$ cat config.mk
export PLATFORM = sky130hd
export DESIGN_NAME = cpc_top
export DESIGN_NICKNAME = d
export VERILOG_FILES = /design/src/pkg/cpc_pkg.sv /design/src/cpc_clkdiv.sv /design/src/cpc_top.sv
export VERILOG_INCLUDE_DIRS = /design/src /design/src/pkg
export SDC_FILE = /design/constraint.sdc
export NUM_CORES = 1
export LEC_CHECK = 0
export BUFFER_PORTS_ARGS = -buffer_cell sky130_fd_sc_hd__buf_2
export CAP_MARGIN = 20
export CORE_MARGIN = 1
export CORE_UTILIZATION = 46
export CTS_CLUSTER_DIAMETER = 100
export DETAILED_ROUTE_END_ITERATION = 7
export PLACE_DENSITY = 0.79
export SETUP_SLACK_MARGIN = 0.02
export SLEW_MARGIN = 25
export SYNTH_ARGS = -nofsm -noshare
export SYNTH_HDL_FRONTEND = slang
export SYNTH_SLANG_ARGS = --single-unit
$ cat constraint.sdc
create_clock -name ref_clk -period 2.5 [get_ports ref_clk]
set_clock_uncertainty 0.15 [all_clocks]
set_input_delay 0.5 -clock ref_clk [delete_from_list [all_inputs] [get_ports ref_clk]]
set_output_delay 0.5 -clock ref_clk [all_outputs]
set_load 0.05 [all_outputs]
$ cat src/pkg/cpc_cfg.svh
// Constants for the card interface pin and clock control block
// Assumes inclusion by bare name from design and testbench files
`ifndef CPC_CFG_SVH
`define CPC_CFG_SVH

// ==========================================================================
// Register offsets (byte addresses)
`define CPC_OFF_PIN_MODE 4'h0
`define CPC_OFF_CLK_CTL 4'h4
`define CPC_OFF_STATUS 4'h8

// ==========================================================================
// Reset values and writable masks
`define CPC_PIN_MODE_RST 8'h00
`define CPC_CLK_CTL_RST 8'h00
`define CPC_PIN_MODE_WMASK 8'hc3
`define CPC_CLK_CTL_WMASK 8'h87

// ==========================================================================
// Field positions
`define CPC_BIT_CARD_COUNT 7
`define CPC_BIT_CARD_SEL 6
`define CPC_BIT_DIR_EN 1
`define CPC_BIT_PIN_EN 0
`define CPC_BIT_CLK_ON 7
`define CPC_DIV_MSB 2
`define CPC_DIV_LSB 0

// ==========================================================================
// Divider codes and half periods in system clocks
`define CPC_DIV_100 3'h0
`define CPC_DIV_8 3'h1
`define CPC_DIV_4 3'h2
`define CPC_DIV_2 3'h3
`define CPC_DIV_1 3'h4
`define CPC_HALF_100 6'h32
`define CPC_HALF_8 6'h04
`define CPC_HALF_4 6'h02
`define CPC_HALF_2 6'h01

`endif

$ cat src/pkg/cpc_pkg.sv
// Types for the card interface pin and clock control block
// Assumes cpc_cfg.svh is on the include path
package cpc_pkg;

  // ========================================================================
  // Transfer clock divider
  typedef enum logic [1:0] {
    CPC_PH_IDLE = 2'b00,
    CPC_PH_LOW = 2'b01,
    CPC_PH_HIGH = 2'b10,
    CPC_PH_FULL = 2'b11
  } cpc_phase_t;

  typedef struct packed {
    cpc_phase_t phase;
    logic [2:0] sel;
    logic [5:0] cnt;
    logic level;
    logic tick;
  } cpc_div_state_t;

  // ========================================================================
  // Card pin group: output value and enable per pin, enable only for the clock pin
  typedef struct packed {
    logic clk_oe;
    logic cmd_out;
    logic cmd_oe;
    logic dat_out;
    logic dat_oe;
    logic cs_a_out;
    logic cs_a_oe;
    logic cs_b_out;
    logic cs_b_oe;
  } cpc_pins_t;

  // ========================================================================
  // Top state
  typedef struct packed {
    logic [7:0] pin_mode;
    logic [7:0] clk_ctl;
    logic ack;
    logic [7:0] dat;
    cpc_pins_t pins;
  } cpc_state_t;

endpackage

$ cat src/cpc_clkdiv.sv
// Transfer clock divider with glitch-free start, stop and rate change in divided modes; leaving full rate can trim the last high pulse
// Assumes one system clock; run and sel come from registers
`timescale 1ns/1ps
`include "cpc_cfg.svh"

module cpc_clkdiv
  import cpc_pkg::*;
(
  // Clock and reset
  input wire logic ref_clk,
  input wire logic rst_b,
  // Control
  input wire logic run,
  input wire logic [2:0] sel,
  // Clock out and status
  output logic clk_out,
  output logic tick,
  output logic busy,
  output logic [2:0] active_sel
);

  // ========================================================================
  // Helpers
  function automatic logic [5:0] half_count(input logic [2:0] code);
    case (code)
      `CPC_DIV_100: half_count = `CPC_HALF_100;
      `CPC_DIV_8: half_count = `CPC_HALF_8;
      `CPC_DIV_4: half_count = `CPC_HALF_4;
      default: half_count = `CPC_HALF_2;
    endcase
  endfunction

  function automatic logic sel_ok(input logic [2:0] code);
    sel_ok = (code <= `CPC_DIV_1);
  endfunction

  // ========================================================================
  // Divider state
  cpc_div_state_t div_reg;
  cpc_div_state_t div_next;
  logic [2:0] keep_sel;
  logic end_half;

  always_comb begin
    div_next = div_reg;
    div_next.tick = 1'b0;
    // Prohibited codes leave the running rate unchanged
    keep_sel = sel_ok(sel) ? sel : div_reg.sel;
    end_half = (div_reg.cnt == half_count(div_reg.sel) - 6'h01);
    case (div_reg.phase)
      CPC_PH_IDLE: begin
        div_next.level = 1'b0;
        div_next.cnt = 6'h00;
        if (run && sel_ok(sel)) begin
          div_next.sel = sel;
          div_next.phase = (sel == `CPC_DIV_1) ? CPC_PH_FULL : CPC_PH_LOW;
        end
      end
      CPC_PH_LOW: begin
        if (end_half) begin
          div_next.level = 1'b1;
          div_next.tick = 1'b1;
          div_next.cnt = 6'h00;
          div_next.phase = CPC_PH_HIGH;
        end else begin
          div_next.cnt = div_reg.cnt + 6'h01;
        end
      end
      CPC_PH_HIGH: begin
        if (end_half) begin
          // In divided modes only a falling edge may stop or re-rate the clock
          div_next.level = 1'b0;
          div_next.cnt = 6'h00;
          div_next.sel = keep_sel;
          if (!run) begin
            div_next.phase = CPC_PH_IDLE;
          end else if (keep_sel == `CPC_DIV_1) begin
            div_next.phase = CPC_PH_FULL;
          end else begin
            div_next.phase = CPC_PH_LOW;
          end
        end else begin
          div_next.cnt = div_reg.cnt + 6'h01;
        end
      end
      CPC_PH_FULL: begin
        div_next.tick = run;
        if (!run) begin
          div_next.phase = CPC_PH_IDLE;
        end else if (keep_sel != `CPC_DIV_1) begin
          div_next.sel = keep_sel;
          div_next.phase = CPC_PH_LOW;
        end
      end
      default: div_next.phase = CPC_PH_IDLE;
    endcase
  end

  always_ff @(posedge ref_clk) begin
    if (!rst_b) begin
      div_reg <= '0;
    end else begin
      div_reg <= div_next;
    end
  end

  // Full rate gates the system clock itself; exit from it can trim the last high pulse
  assign clk_out = (div_reg.phase == CPC_PH_FULL) ? ref_clk : div_reg.level;
  assign tick = div_reg.tick;
  assign busy = (div_reg.phase != CPC_PH_IDLE);
  assign active_sel = div_reg.sel;

  // ========================================================================
  // Checks
  half_bound_a: assert property (@(posedge ref_clk) disable iff (!rst_b)
    (div_reg.phase == CPC_PH_LOW || div_reg.phase == CPC_PH_HIGH) |-> div_reg.cnt < half_count(div_reg.sel))
    else $error("divider count beyond half period");
  fast_high_a: assert property (@(posedge ref_clk) disable iff (!rst_b)
    ($rose(div_reg.level) && div_reg.sel == `CPC_DIV_2) |=> !div_reg.level)
    else $error("div2 high phase not one cycle");
  slow_high_a: assert property (@(posedge ref_clk) disable iff (!rst_b)
    ($rose(div_reg.level) && div_reg.sel == `CPC_DIV_4) |-> div_reg.level[*2] ##1 !div_reg.level)
    else $error("div4 high phase not two cycles");

endmodule // cpc_clkdiv

$ cat src/cpc_top.sv
// Pin mode and transfer clock control for a memory card interface
// Assumes classic Wishbone master on ref_clk and a card engine supplying line data
//
// The placing of the registers and the Wishbone slave port were left to the implementer.
`timescale 1ns/1ps
`include "cpc_cfg.svh"

module cpc_top
  import cpc_pkg::*;
(
  // Clock and reset
  input wire logic ref_clk,
  input wire logic rst_b,
  // Wishbone slave
  input wire logic wb_cyc_i,
  input wire logic wb_stb_i,
  input wire logic wb_we_i,
  input wire logic [3:0] wb_adr_i,
  input wire logic [3:0] wb_sel_i,
  input wire logic [31:0] wb_dat_i,
  output logic [31:0] wb_dat_o,
  output logic wb_ack_o,
  // Card engine side
  input wire logic spi_mode,
  input wire logic engine_cs_b,
  input wire logic engine_cmd_out,
  input wire logic engine_cmd_oe,
  input wire logic engine_dat_out,
  input wire logic engine_dat_oe,
  output logic engine_cmd_in,
  output logic engine_dat_in,
  output logic engine_clk_tick,
  // Card clock pin
  output logic card_clock_pin_out,
  output logic card_clock_pin_oe,
  // Card command pin, transmit in SPI mode
  input wire logic card_command_pin_in,
  output logic card_command_pin_out,
  output logic card_command_pin_oe,
  // Card data pin, receive in SPI mode
  input wire logic card_data_pin_in,
  output logic card_data_pin_out,
  output logic card_data_pin_oe,
  // Chip select A or data direction
  output logic chip_select_a_pin_out,
  output logic chip_select_a_pin_oe,
  // Chip select B or command direction
  output logic chip_select_b_pin_out,
  output logic chip_select_b_pin_oe
);

  // ==========================================================================
  // Helpers
  function automatic logic [7:0] masked_write(input logic [7:0] old, input logic [7:0] data,
                                              input logic [7:0] mask);
    masked_write = (old & ~mask) | (data & mask);
  endfunction

  // ==========================================================================
  // State
  cpc_state_t s_reg;
  cpc_state_t s_next;

  logic [3:0] word_adr;
  logic bus_req;
  logic wr_lane0;
  logic spi_card_count;
  logic card_select_choice;
  logic direction_out_en;
  logic pin_function_en;
  logic clock_output_on;
  logic [2:0] divider_sel;
  logic div_clk;
  logic div_tick;
  logic div_busy;
  logic [2:0] div_active_sel;
  logic [7:0] status_byte;

  assign word_adr = {wb_adr_i[3:2], 2'b00};
  assign bus_req = wb_cyc_i && wb_stb_i && !s_reg.ack;
  assign wr_lane0 = bus_req && wb_we_i && wb_sel_i[0];

  assign spi_card_count = s_reg.pin_mode[`CPC_BIT_CARD_COUNT];
  assign card_select_choice = s_reg.pin_mode[`CPC_BIT_CARD_SEL];
  assign direction_out_en = s_reg.pin_mode[`CPC_BIT_DIR_EN];
  assign pin_function_en = s_reg.pin_mode[`CPC_BIT_PIN_EN];
  assign clock_output_on = s_reg.clk_ctl[`CPC_BIT_CLK_ON];
  assign divider_sel = s_reg.clk_ctl[`CPC_DIV_MSB:`CPC_DIV_LSB];
  assign status_byte = {4'h0, div_active_sel, div_busy};

  // ==========================================================================
  // Transfer clock divider
  // The clock starts only with the pins enabled and, once they are off, ends after its high phase or at once at full rate, so a stray bit 7 stays off the card
  cpc_clkdiv u_clkdiv (
    .ref_clk(ref_clk),
    .rst_b(rst_b),
    .run(clock_output_on && pin_function_en),
    .sel(divider_sel),
    .clk_out(div_clk),
    .tick(div_tick),
    .busy(div_busy),
    .active_sel(div_active_sel)
  );

  // ==========================================================================
  // Next state
  always_comb begin
    s_next = s_reg;
    // Register bus: one wait state, ack dropped the cycle after
    s_next.ack = bus_req;
    s_next.dat = 8'h00;
    if (bus_req && !wb_we_i) begin
      case (word_adr)
        `CPC_OFF_PIN_MODE: s_next.dat = s_reg.pin_mode;
        `CPC_OFF_CLK_CTL: s_next.dat = s_reg.clk_ctl;
        `CPC_OFF_STATUS: s_next.dat = status_byte;
        default: s_next.dat = 8'h00;
      endcase
    end
    if (wr_lane0) begin
      case (word_adr)
        `CPC_OFF_PIN_MODE: s_next.pin_mode = masked_write(s_reg.pin_mode, wb_dat_i[7:0], `CPC_PIN_MODE_WMASK);
        `CPC_OFF_CLK_CTL: s_next.clk_ctl = masked_write(s_reg.clk_ctl, wb_dat_i[7:0], `CPC_CLK_CTL_WMASK);
        default: s_next.dat = 8'h00;
      endcase
    end

    // Pin drive, all enables off while the pin function is off
    s_next.pins = '0;
    s_next.pins.cs_a_out = 1'b1;
    s_next.pins.cs_b_out = 1'b1;
    s_next.pins.cmd_out = 1'b1;
    s_next.pins.dat_out = 1'b1;
    if (pin_function_en) begin
      s_next.pins.clk_oe = 1'b1;
      if (spi_mode) begin
        s_next.pins.cmd_out = engine_cmd_out;
        s_next.pins.cmd_oe = 1'b1;
        s_next.pins.cs_a_oe = 1'b1;
        if (!spi_card_count) begin
          s_next.pins.cs_a_out = engine_cs_b;
        end else begin
          s_next.pins.cs_b_oe = 1'b1;
          s_next.pins.cs_a_out = card_select_choice ? 1'b1 : engine_cs_b;
          s_next.pins.cs_b_out = card_select_choice ? engine_cs_b : 1'b1;
        end
      end else begin
        s_next.pins.cmd_out = engine_cmd_out;
        s_next.pins.cmd_oe = engine_cmd_oe;
        s_next.pins.dat_out = engine_dat_out;
        s_next.pins.dat_oe = engine_dat_oe;
        // Indicators show high while the controller drives the line
        s_next.pins.cs_a_out = engine_dat_oe;
        s_next.pins.cs_b_out = engine_cmd_oe;
        s_next.pins.cs_a_oe = direction_out_en;
        s_next.pins.cs_b_oe = direction_out_en;
      end
    end
  end

  always_ff @(posedge ref_clk) begin
    if (!rst_b) begin
      s_reg <= '0;
      s_reg.pin_mode <= `CPC_PIN_MODE_RST;
      s_reg.clk_ctl <= `CPC_CLK_CTL_RST;
    end else begin
      s_reg <= s_next;
    end
  end

  // ==========================================================================
  // Outputs
  assign wb_ack_o = s_reg.ack;
  assign wb_dat_o = {24'h000000, s_reg.dat};
  assign card_clock_pin_out = div_clk;
  assign card_clock_pin_oe = s_reg.pins.clk_oe;
  assign card_command_pin_out = s_reg.pins.cmd_out;
  assign card_command_pin_oe = s_reg.pins.cmd_oe;
  assign card_data_pin_out = s_reg.pins.dat_out;
  assign card_data_pin_oe = s_reg.pins.dat_oe;
  assign chip_select_a_pin_out = s_reg.pins.cs_a_out;
  assign chip_select_a_pin_oe = s_reg.pins.cs_a_oe;
  assign chip_select_b_pin_out = s_reg.pins.cs_b_out;
  assign chip_select_b_pin_oe = s_reg.pins.cs_b_oe;
  // Disabled inputs read idle high so the engine never sees a floating start bit
  assign engine_cmd_in = pin_function_en ? card_command_pin_in : 1'b1;
  assign engine_dat_in = pin_function_en ? card_data_pin_in : 1'b1;
  assign engine_clk_tick = div_tick;

  // ==========================================================================
  // Checks
  bus_ack_a: assert property (@(posedge ref_clk) disable iff (!rst_b)
    (wb_cyc_i && wb_stb_i && !wb_ack_o) |=> wb_ack_o ##1 !wb_ack_o)
    else $error("ack not one cycle after request");

  reserved_read_a: assert property (@(posedge ref_clk) disable iff (!rst_b)
    wb_ack_o |-> (wb_dat_o[31:8] == 24'h000000 && s_reg.pin_mode[5:2] == 4'h0
    && s_reg.clk_ctl[6:3] == 4'h0))
    else $error("reserved bits not zero");

  mode_write_a: assert property (@(posedge ref_clk) disable iff (!rst_b)
    (wr_lane0 && word_adr == `CPC_OFF_PIN_MODE) |=>
    s_reg.pin_mode == ($past(wb_dat_i[7:0]) & `CPC_PIN_MODE_WMASK))
    else $error("pin mode write wrong");

  pins_off_a: assert property (@(posedge ref_clk) disable iff (!rst_b)
    !pin_function_en |=> !(card_clock_pin_oe || card_command_pin_oe || card_data_pin_oe
    || chip_select_a_pin_oe || chip_select_b_pin_oe))
    else $error("pin driven while pin function off");

  single_card_a: assert property (@(posedge ref_clk) disable iff (!rst_b)
    (spi_mode && !spi_card_count) |=> !chip_select_b_pin_oe)
    else $error("chip select B driven with one card");

  select_b_a: assert property (@(posedge ref_clk) disable iff (!rst_b)
    (spi_mode && pin_function_en && spi_card_count && card_select_choice) |=>
    (chip_select_a_pin_out && chip_select_b_pin_out == $past(engine_cs_b)))
    else $error("card B select wrong");

  direction_off_a: assert property (@(posedge ref_clk) disable iff (!rst_b)
    (!spi_mode && !direction_out_en) |=> !(chip_select_a_pin_oe || chip_select_b_pin_oe))
    else $error("direction output without enable");

  clock_stop_a: assert property (@(posedge ref_clk) disable iff (!rst_b)
    (!clock_output_on && !div_busy) |-> !card_clock_pin_out)
    else $error("card clock not low when off");

  clock_start_a: assert property (@(posedge ref_clk) disable iff (!rst_b)
    ($rose(clock_output_on) && pin_function_en && divider_sel == `CPC_DIV_2 && !div_busy)
    |=> div_busy ##1 card_clock_pin_out)
    else $error("div2 clock did not start");

  stop_low_a: assert property (@(posedge ref_clk) disable iff (!rst_b)
    $fell(div_busy) |-> !card_clock_pin_out)
    else $error("clock stopped while high");

  select_a_a: assert property (@(posedge ref_clk) disable iff (!rst_b)
    (spi_mode && pin_function_en && spi_card_count && !card_select_choice) |=>
    (chip_select_b_pin_out && chip_select_a_pin_out == $past(engine_cs_b)))
    else $error("card A select wrong");

  single_select_a: assert property (@(posedge ref_clk) disable iff (!rst_b)
    (spi_mode && pin_function_en && !spi_card_count) |=>
    (chip_select_a_pin_oe && chip_select_a_pin_out == $past(engine_cs_b)))
    else $error("single card select wrong");

  direction_on_a: assert property (@(posedge ref_clk) disable iff (!rst_b)
    (!spi_mode && pin_function_en && direction_out_en) |=>
    (chip_select_a_pin_oe && chip_select_b_pin_oe && chip_select_a_pin_out == $past(engine_dat_oe)
    && chip_select_b_pin_out == $past(engine_cmd_oe)))
    else $error("direction indicator wrong");

  mmc_lines_a: assert property (@(posedge ref_clk) disable iff (!rst_b)
    (!spi_mode && pin_function_en) |=>
    (card_command_pin_oe == $past(engine_cmd_oe) && card_data_pin_oe == $past(engine_dat_oe)
    && card_clock_pin_oe))
    else $error("card line drive wrong");

  inputs_idle_a: assert property (@(posedge ref_clk) disable iff (!rst_b)
    !pin_function_en |-> (engine_cmd_in && engine_dat_in))
    else $error("disabled input not idle");

  clock_write_a: assert property (@(posedge ref_clk) disable iff (!rst_b)
    (wr_lane0 && word_adr == `CPC_OFF_CLK_CTL) |=>
    s_reg.clk_ctl == ($past(wb_dat_i[7:0]) & `CPC_CLK_CTL_WMASK))
    else $error("clock control write wrong");

  lane_guard_a: assert property (@(posedge ref_clk) disable iff (!rst_b)
    (bus_req && wb_we_i && !wb_sel_i[0]) |=> ($stable(s_reg.pin_mode) && $stable(s_reg.clk_ctl)))
    else $error("write without byte lane");

  // Stop waits for the high phase to end, so allow one full slow period
  pins_stop_a: assert property (@(posedge ref_clk) disable iff (!rst_b)
    $fell(pin_function_en) |-> ##[1:110] (!div_busy || pin_function_en))
    else $error("clock runs with pins off");

  // ==========================================================================
  // Coverage
  two_cards_c: cover property (@(posedge ref_clk) disable iff (!rst_b)
    spi_mode && pin_function_en && spi_card_count && card_select_choice);
  mmc_dir_c: cover property (@(posedge ref_clk) disable iff (!rst_b)
    !spi_mode && pin_function_en && direction_out_en && engine_cmd_oe);
  slow_clock_c: cover property (@(posedge ref_clk) disable iff (!rst_b)
    div_busy && div_active_sel == `CPC_DIV_100 && engine_clk_tick);
  rate_change_c: cover property (@(posedge ref_clk) disable iff (!rst_b)
    div_busy && $changed(div_active_sel));
  full_rate_c: cover property (@(posedge ref_clk) disable iff (!rst_b)
    div_busy && div_active_sel == `CPC_DIV_1);

endmodule // cpc_top

==> results.json <==
{
  "start_kind": "clock port",
  "ys_types": 53,
  "holdWs_ns": 0.1608,
  "syn_area_per_cell_um2": 8.676,
  "die_x_um": 69.56,
  "drtPass1Iterations": 4,
  "cp.required_ns": 1.85,
  "yosys_most_used_dff": "dfxtp_1",
  "finalPower_mw": 1.630,
  "wirelength_mm": 4.125,
  "final_nets": 335,
  "rrSetupSlack_ns": 0.43,
  "p_leak_nw": 0.9998,
  "hpwl_mm": 2.990,
  "yosysWarnings": 0,
  "antenna_cells": 0,
  "globalRouteOverflowTotal": 0,
  "core_um2": 4384,
  "fp.dieH_um": 69.56,
  "clk_latency_ns": 0.41,
  "final_area_um2": 2355,
  "wire_per_inst_um": 12.54,
  "setup_tns_ns": 0,
  "track_usage": 0.1786,
  "worst_setup_path_end_kind": "output pin",
  "globalplace.congestion": 0.7788,
  "ys_seq_area_frac": 0.3623,
  "rows": 24,
  "drtIter0Drc": 82,
  "rsz0062_at_grt": "false",
  "hold_buffers": 0,
  "syn-instance-count": 242,
  "place_area_um2": 2176,
  "fin_util": 0.5371,
  "nFillCells": 415,
  "drc": 0,
  "hp-class": "input port to flop",
  "design.die.area_um2": 4839,
  "final-hold-violation-count": 0,
  "synth_seq_cells": 38,
  "placed_cells_incl_taps": 319,
  "grt_max_degree": 15,
  "drt-vias-per-instance": 5.304,
  "fin_ws_ns": 0.06967,
  "place_ws_ns": 0.1582,
  "outcome": "completed",
  "irDropWorstVdd_v": 0.0002443,
  "seq_area_um2": 760.7,
  "start_util": 0.4789,
  "critPathKind": "clock port to output pin",
  "stdcell_count": 329,
  "powerDensity_nw_per_um2": 692.2,
  "arrival_ns": 1.78,
  "tightest_slew_ns": 0.5933,
  "slew_violations": 0,
  "drive_gt1_frac": 0.2347,
  "antenna_found_initial": 0,
  "cap_violations": 0,
  "area_growth_pct": 12.16,
  "cts_tree": "built",
  "slew_headroom": 0.6033,
  "worstPathMaxFanout": 2,
  "grt_pass1_wl_mm": 6.741,
  "post_cts_buffers": 0,
  "synth_edf_count": 0,
  "num_io_pins": 99,
  "drtAntennaViolNets": 0,
  "first_global_vias": 1591,
  "largest_reg_flops": 9,
  "netlist_area_um2": 2100,
  "io_buffers": 42,
  "async_flop_share": 0,
  "clk_pin_slew_ns": 0.08,
  "multi_input_area_um2": 1095,
  "setup_viol": 0,
  "vias": 1745
}
Yosys cell counts (2+ instances only):
cell / count / area (µm²)
a21o_1: 2 / 15.01
nand3_1: 4 / 20.02
nand4_1: 2 / 12.51
or3b_2: 2 / 17.52
nor3b_1: 3 / 22.52
or4b_1: 2 / 20.02
inv_1: 7 / 26.28
a31o_2: 2 / 17.52
a31oi_1: 3 / 18.77
buf_6: 2 / 22.52
nor2b_1: 4 / 25.02
nor4bb_1: 2 / 20.02
nand2b_1: 4 / 25.02
mux2i_1: 11 / 110.1
nand2_1: 15 / 56.30
a211oi_1: 3 / 22.52
o21a_1: 3 / 22.52
nand3b_1: 2 / 15.01
dfxtp_1: 38 / 760.7
nand4b_1: 2 / 17.52
clkbuf_1: 8 / 30.03
nor2_1: 25 / 93.84
o221a_2: 2 / 22.52
ha_1: 6 / 75.07
a21oi_1: 12 / 60.06
nor4_1: 2 / 12.51
nor3_1: 7 / 35.03
o21ai_0: 7 / 35.03
or4_1: 4 / 30.03
buf_4: 32 / 240.2
o211ai_1: 2 / 15.01
report_power, final:
part,internal (mW),switching [mW]
Combinational,0.0752,0.204
Clock,0.468,0.241
Sequential,0.622,0.0196
final cells by class:
class | instances | share of cell area
Tap cell | 52 | 0.02763
Clock inverter | 3 | 0.02922
Sequential cell | 38 | 0.3231
Clock buffer | 8 | 0.04729
Timing Repair Buffer | 44 | 0.09671
Multi-Input combinational cell | 177 | 0.4649
Inverter | 7 | 0.01116
worst max-delay path, stage by stage:
cell	delay [ns]
clkbuf_8	0.11
mux2_4	0.27
buf_8	0.15
layer usage:
metal | global-route usage | share of wire | up-vias
met5 | 0 | 0 | -
li1 | - | - | 875
met4 | 0.1315 | 0.034 | 0
met3 | 0.05378 | 0.055 | 13
met1 | 0.1973 | 0.43 | 794
met2 | 0.2891 | 0.48 | 63
what timing repair did:
action / CTS / global route
gates resized for setup: 4 / 0
endpoints found under the hold margin: 0 / 0
setup endpoints to repair: 1 / 0
cells by family (layout without fill, tap and decap cells):
logic type | after synthesis | in the layout | synth area share
AOI/OAI and AO/OA | 46 | 46 | 0.1520
adders and majority gates | 6 | 6 | 0.03576
buffers and inverters | 51 | 62 | 0.1609
DFF | 38 | 38 | 0.3623
muxes | 12 | 12 | 0.05781
other | 1 | 25 | 0.001786
and+or+nand+nor | 88 | 88 | 0.2294
worst paths after layout:
| check | startpoint | to | depth (start not counted) |
|---|---|---|---|
| setup reg to reg | u_clkdiv.div_reg[11] | u_clkdiv.div_reg[6] | 6 |
| hold / removal | engine_cmd_oe | card_command_pin_oe | 3 |
| hold reg to reg | u_clkdiv.active_sel[2] | wb_dat_o[3] | 2 |
| setup / recovery | ref_clk | card_clock_pin_out | 3 |
layout by cell type (no fill, tap or decap), types with 11 or more instances in the layout:
cell type	instances
conb_1	25
buf_2	41
a21oi_1	12
nand2_1	15
nor2_1	25
mux2i_1	11
dfxtp_1	38
No activity file was read; power rests on OpenSTA's default activity.
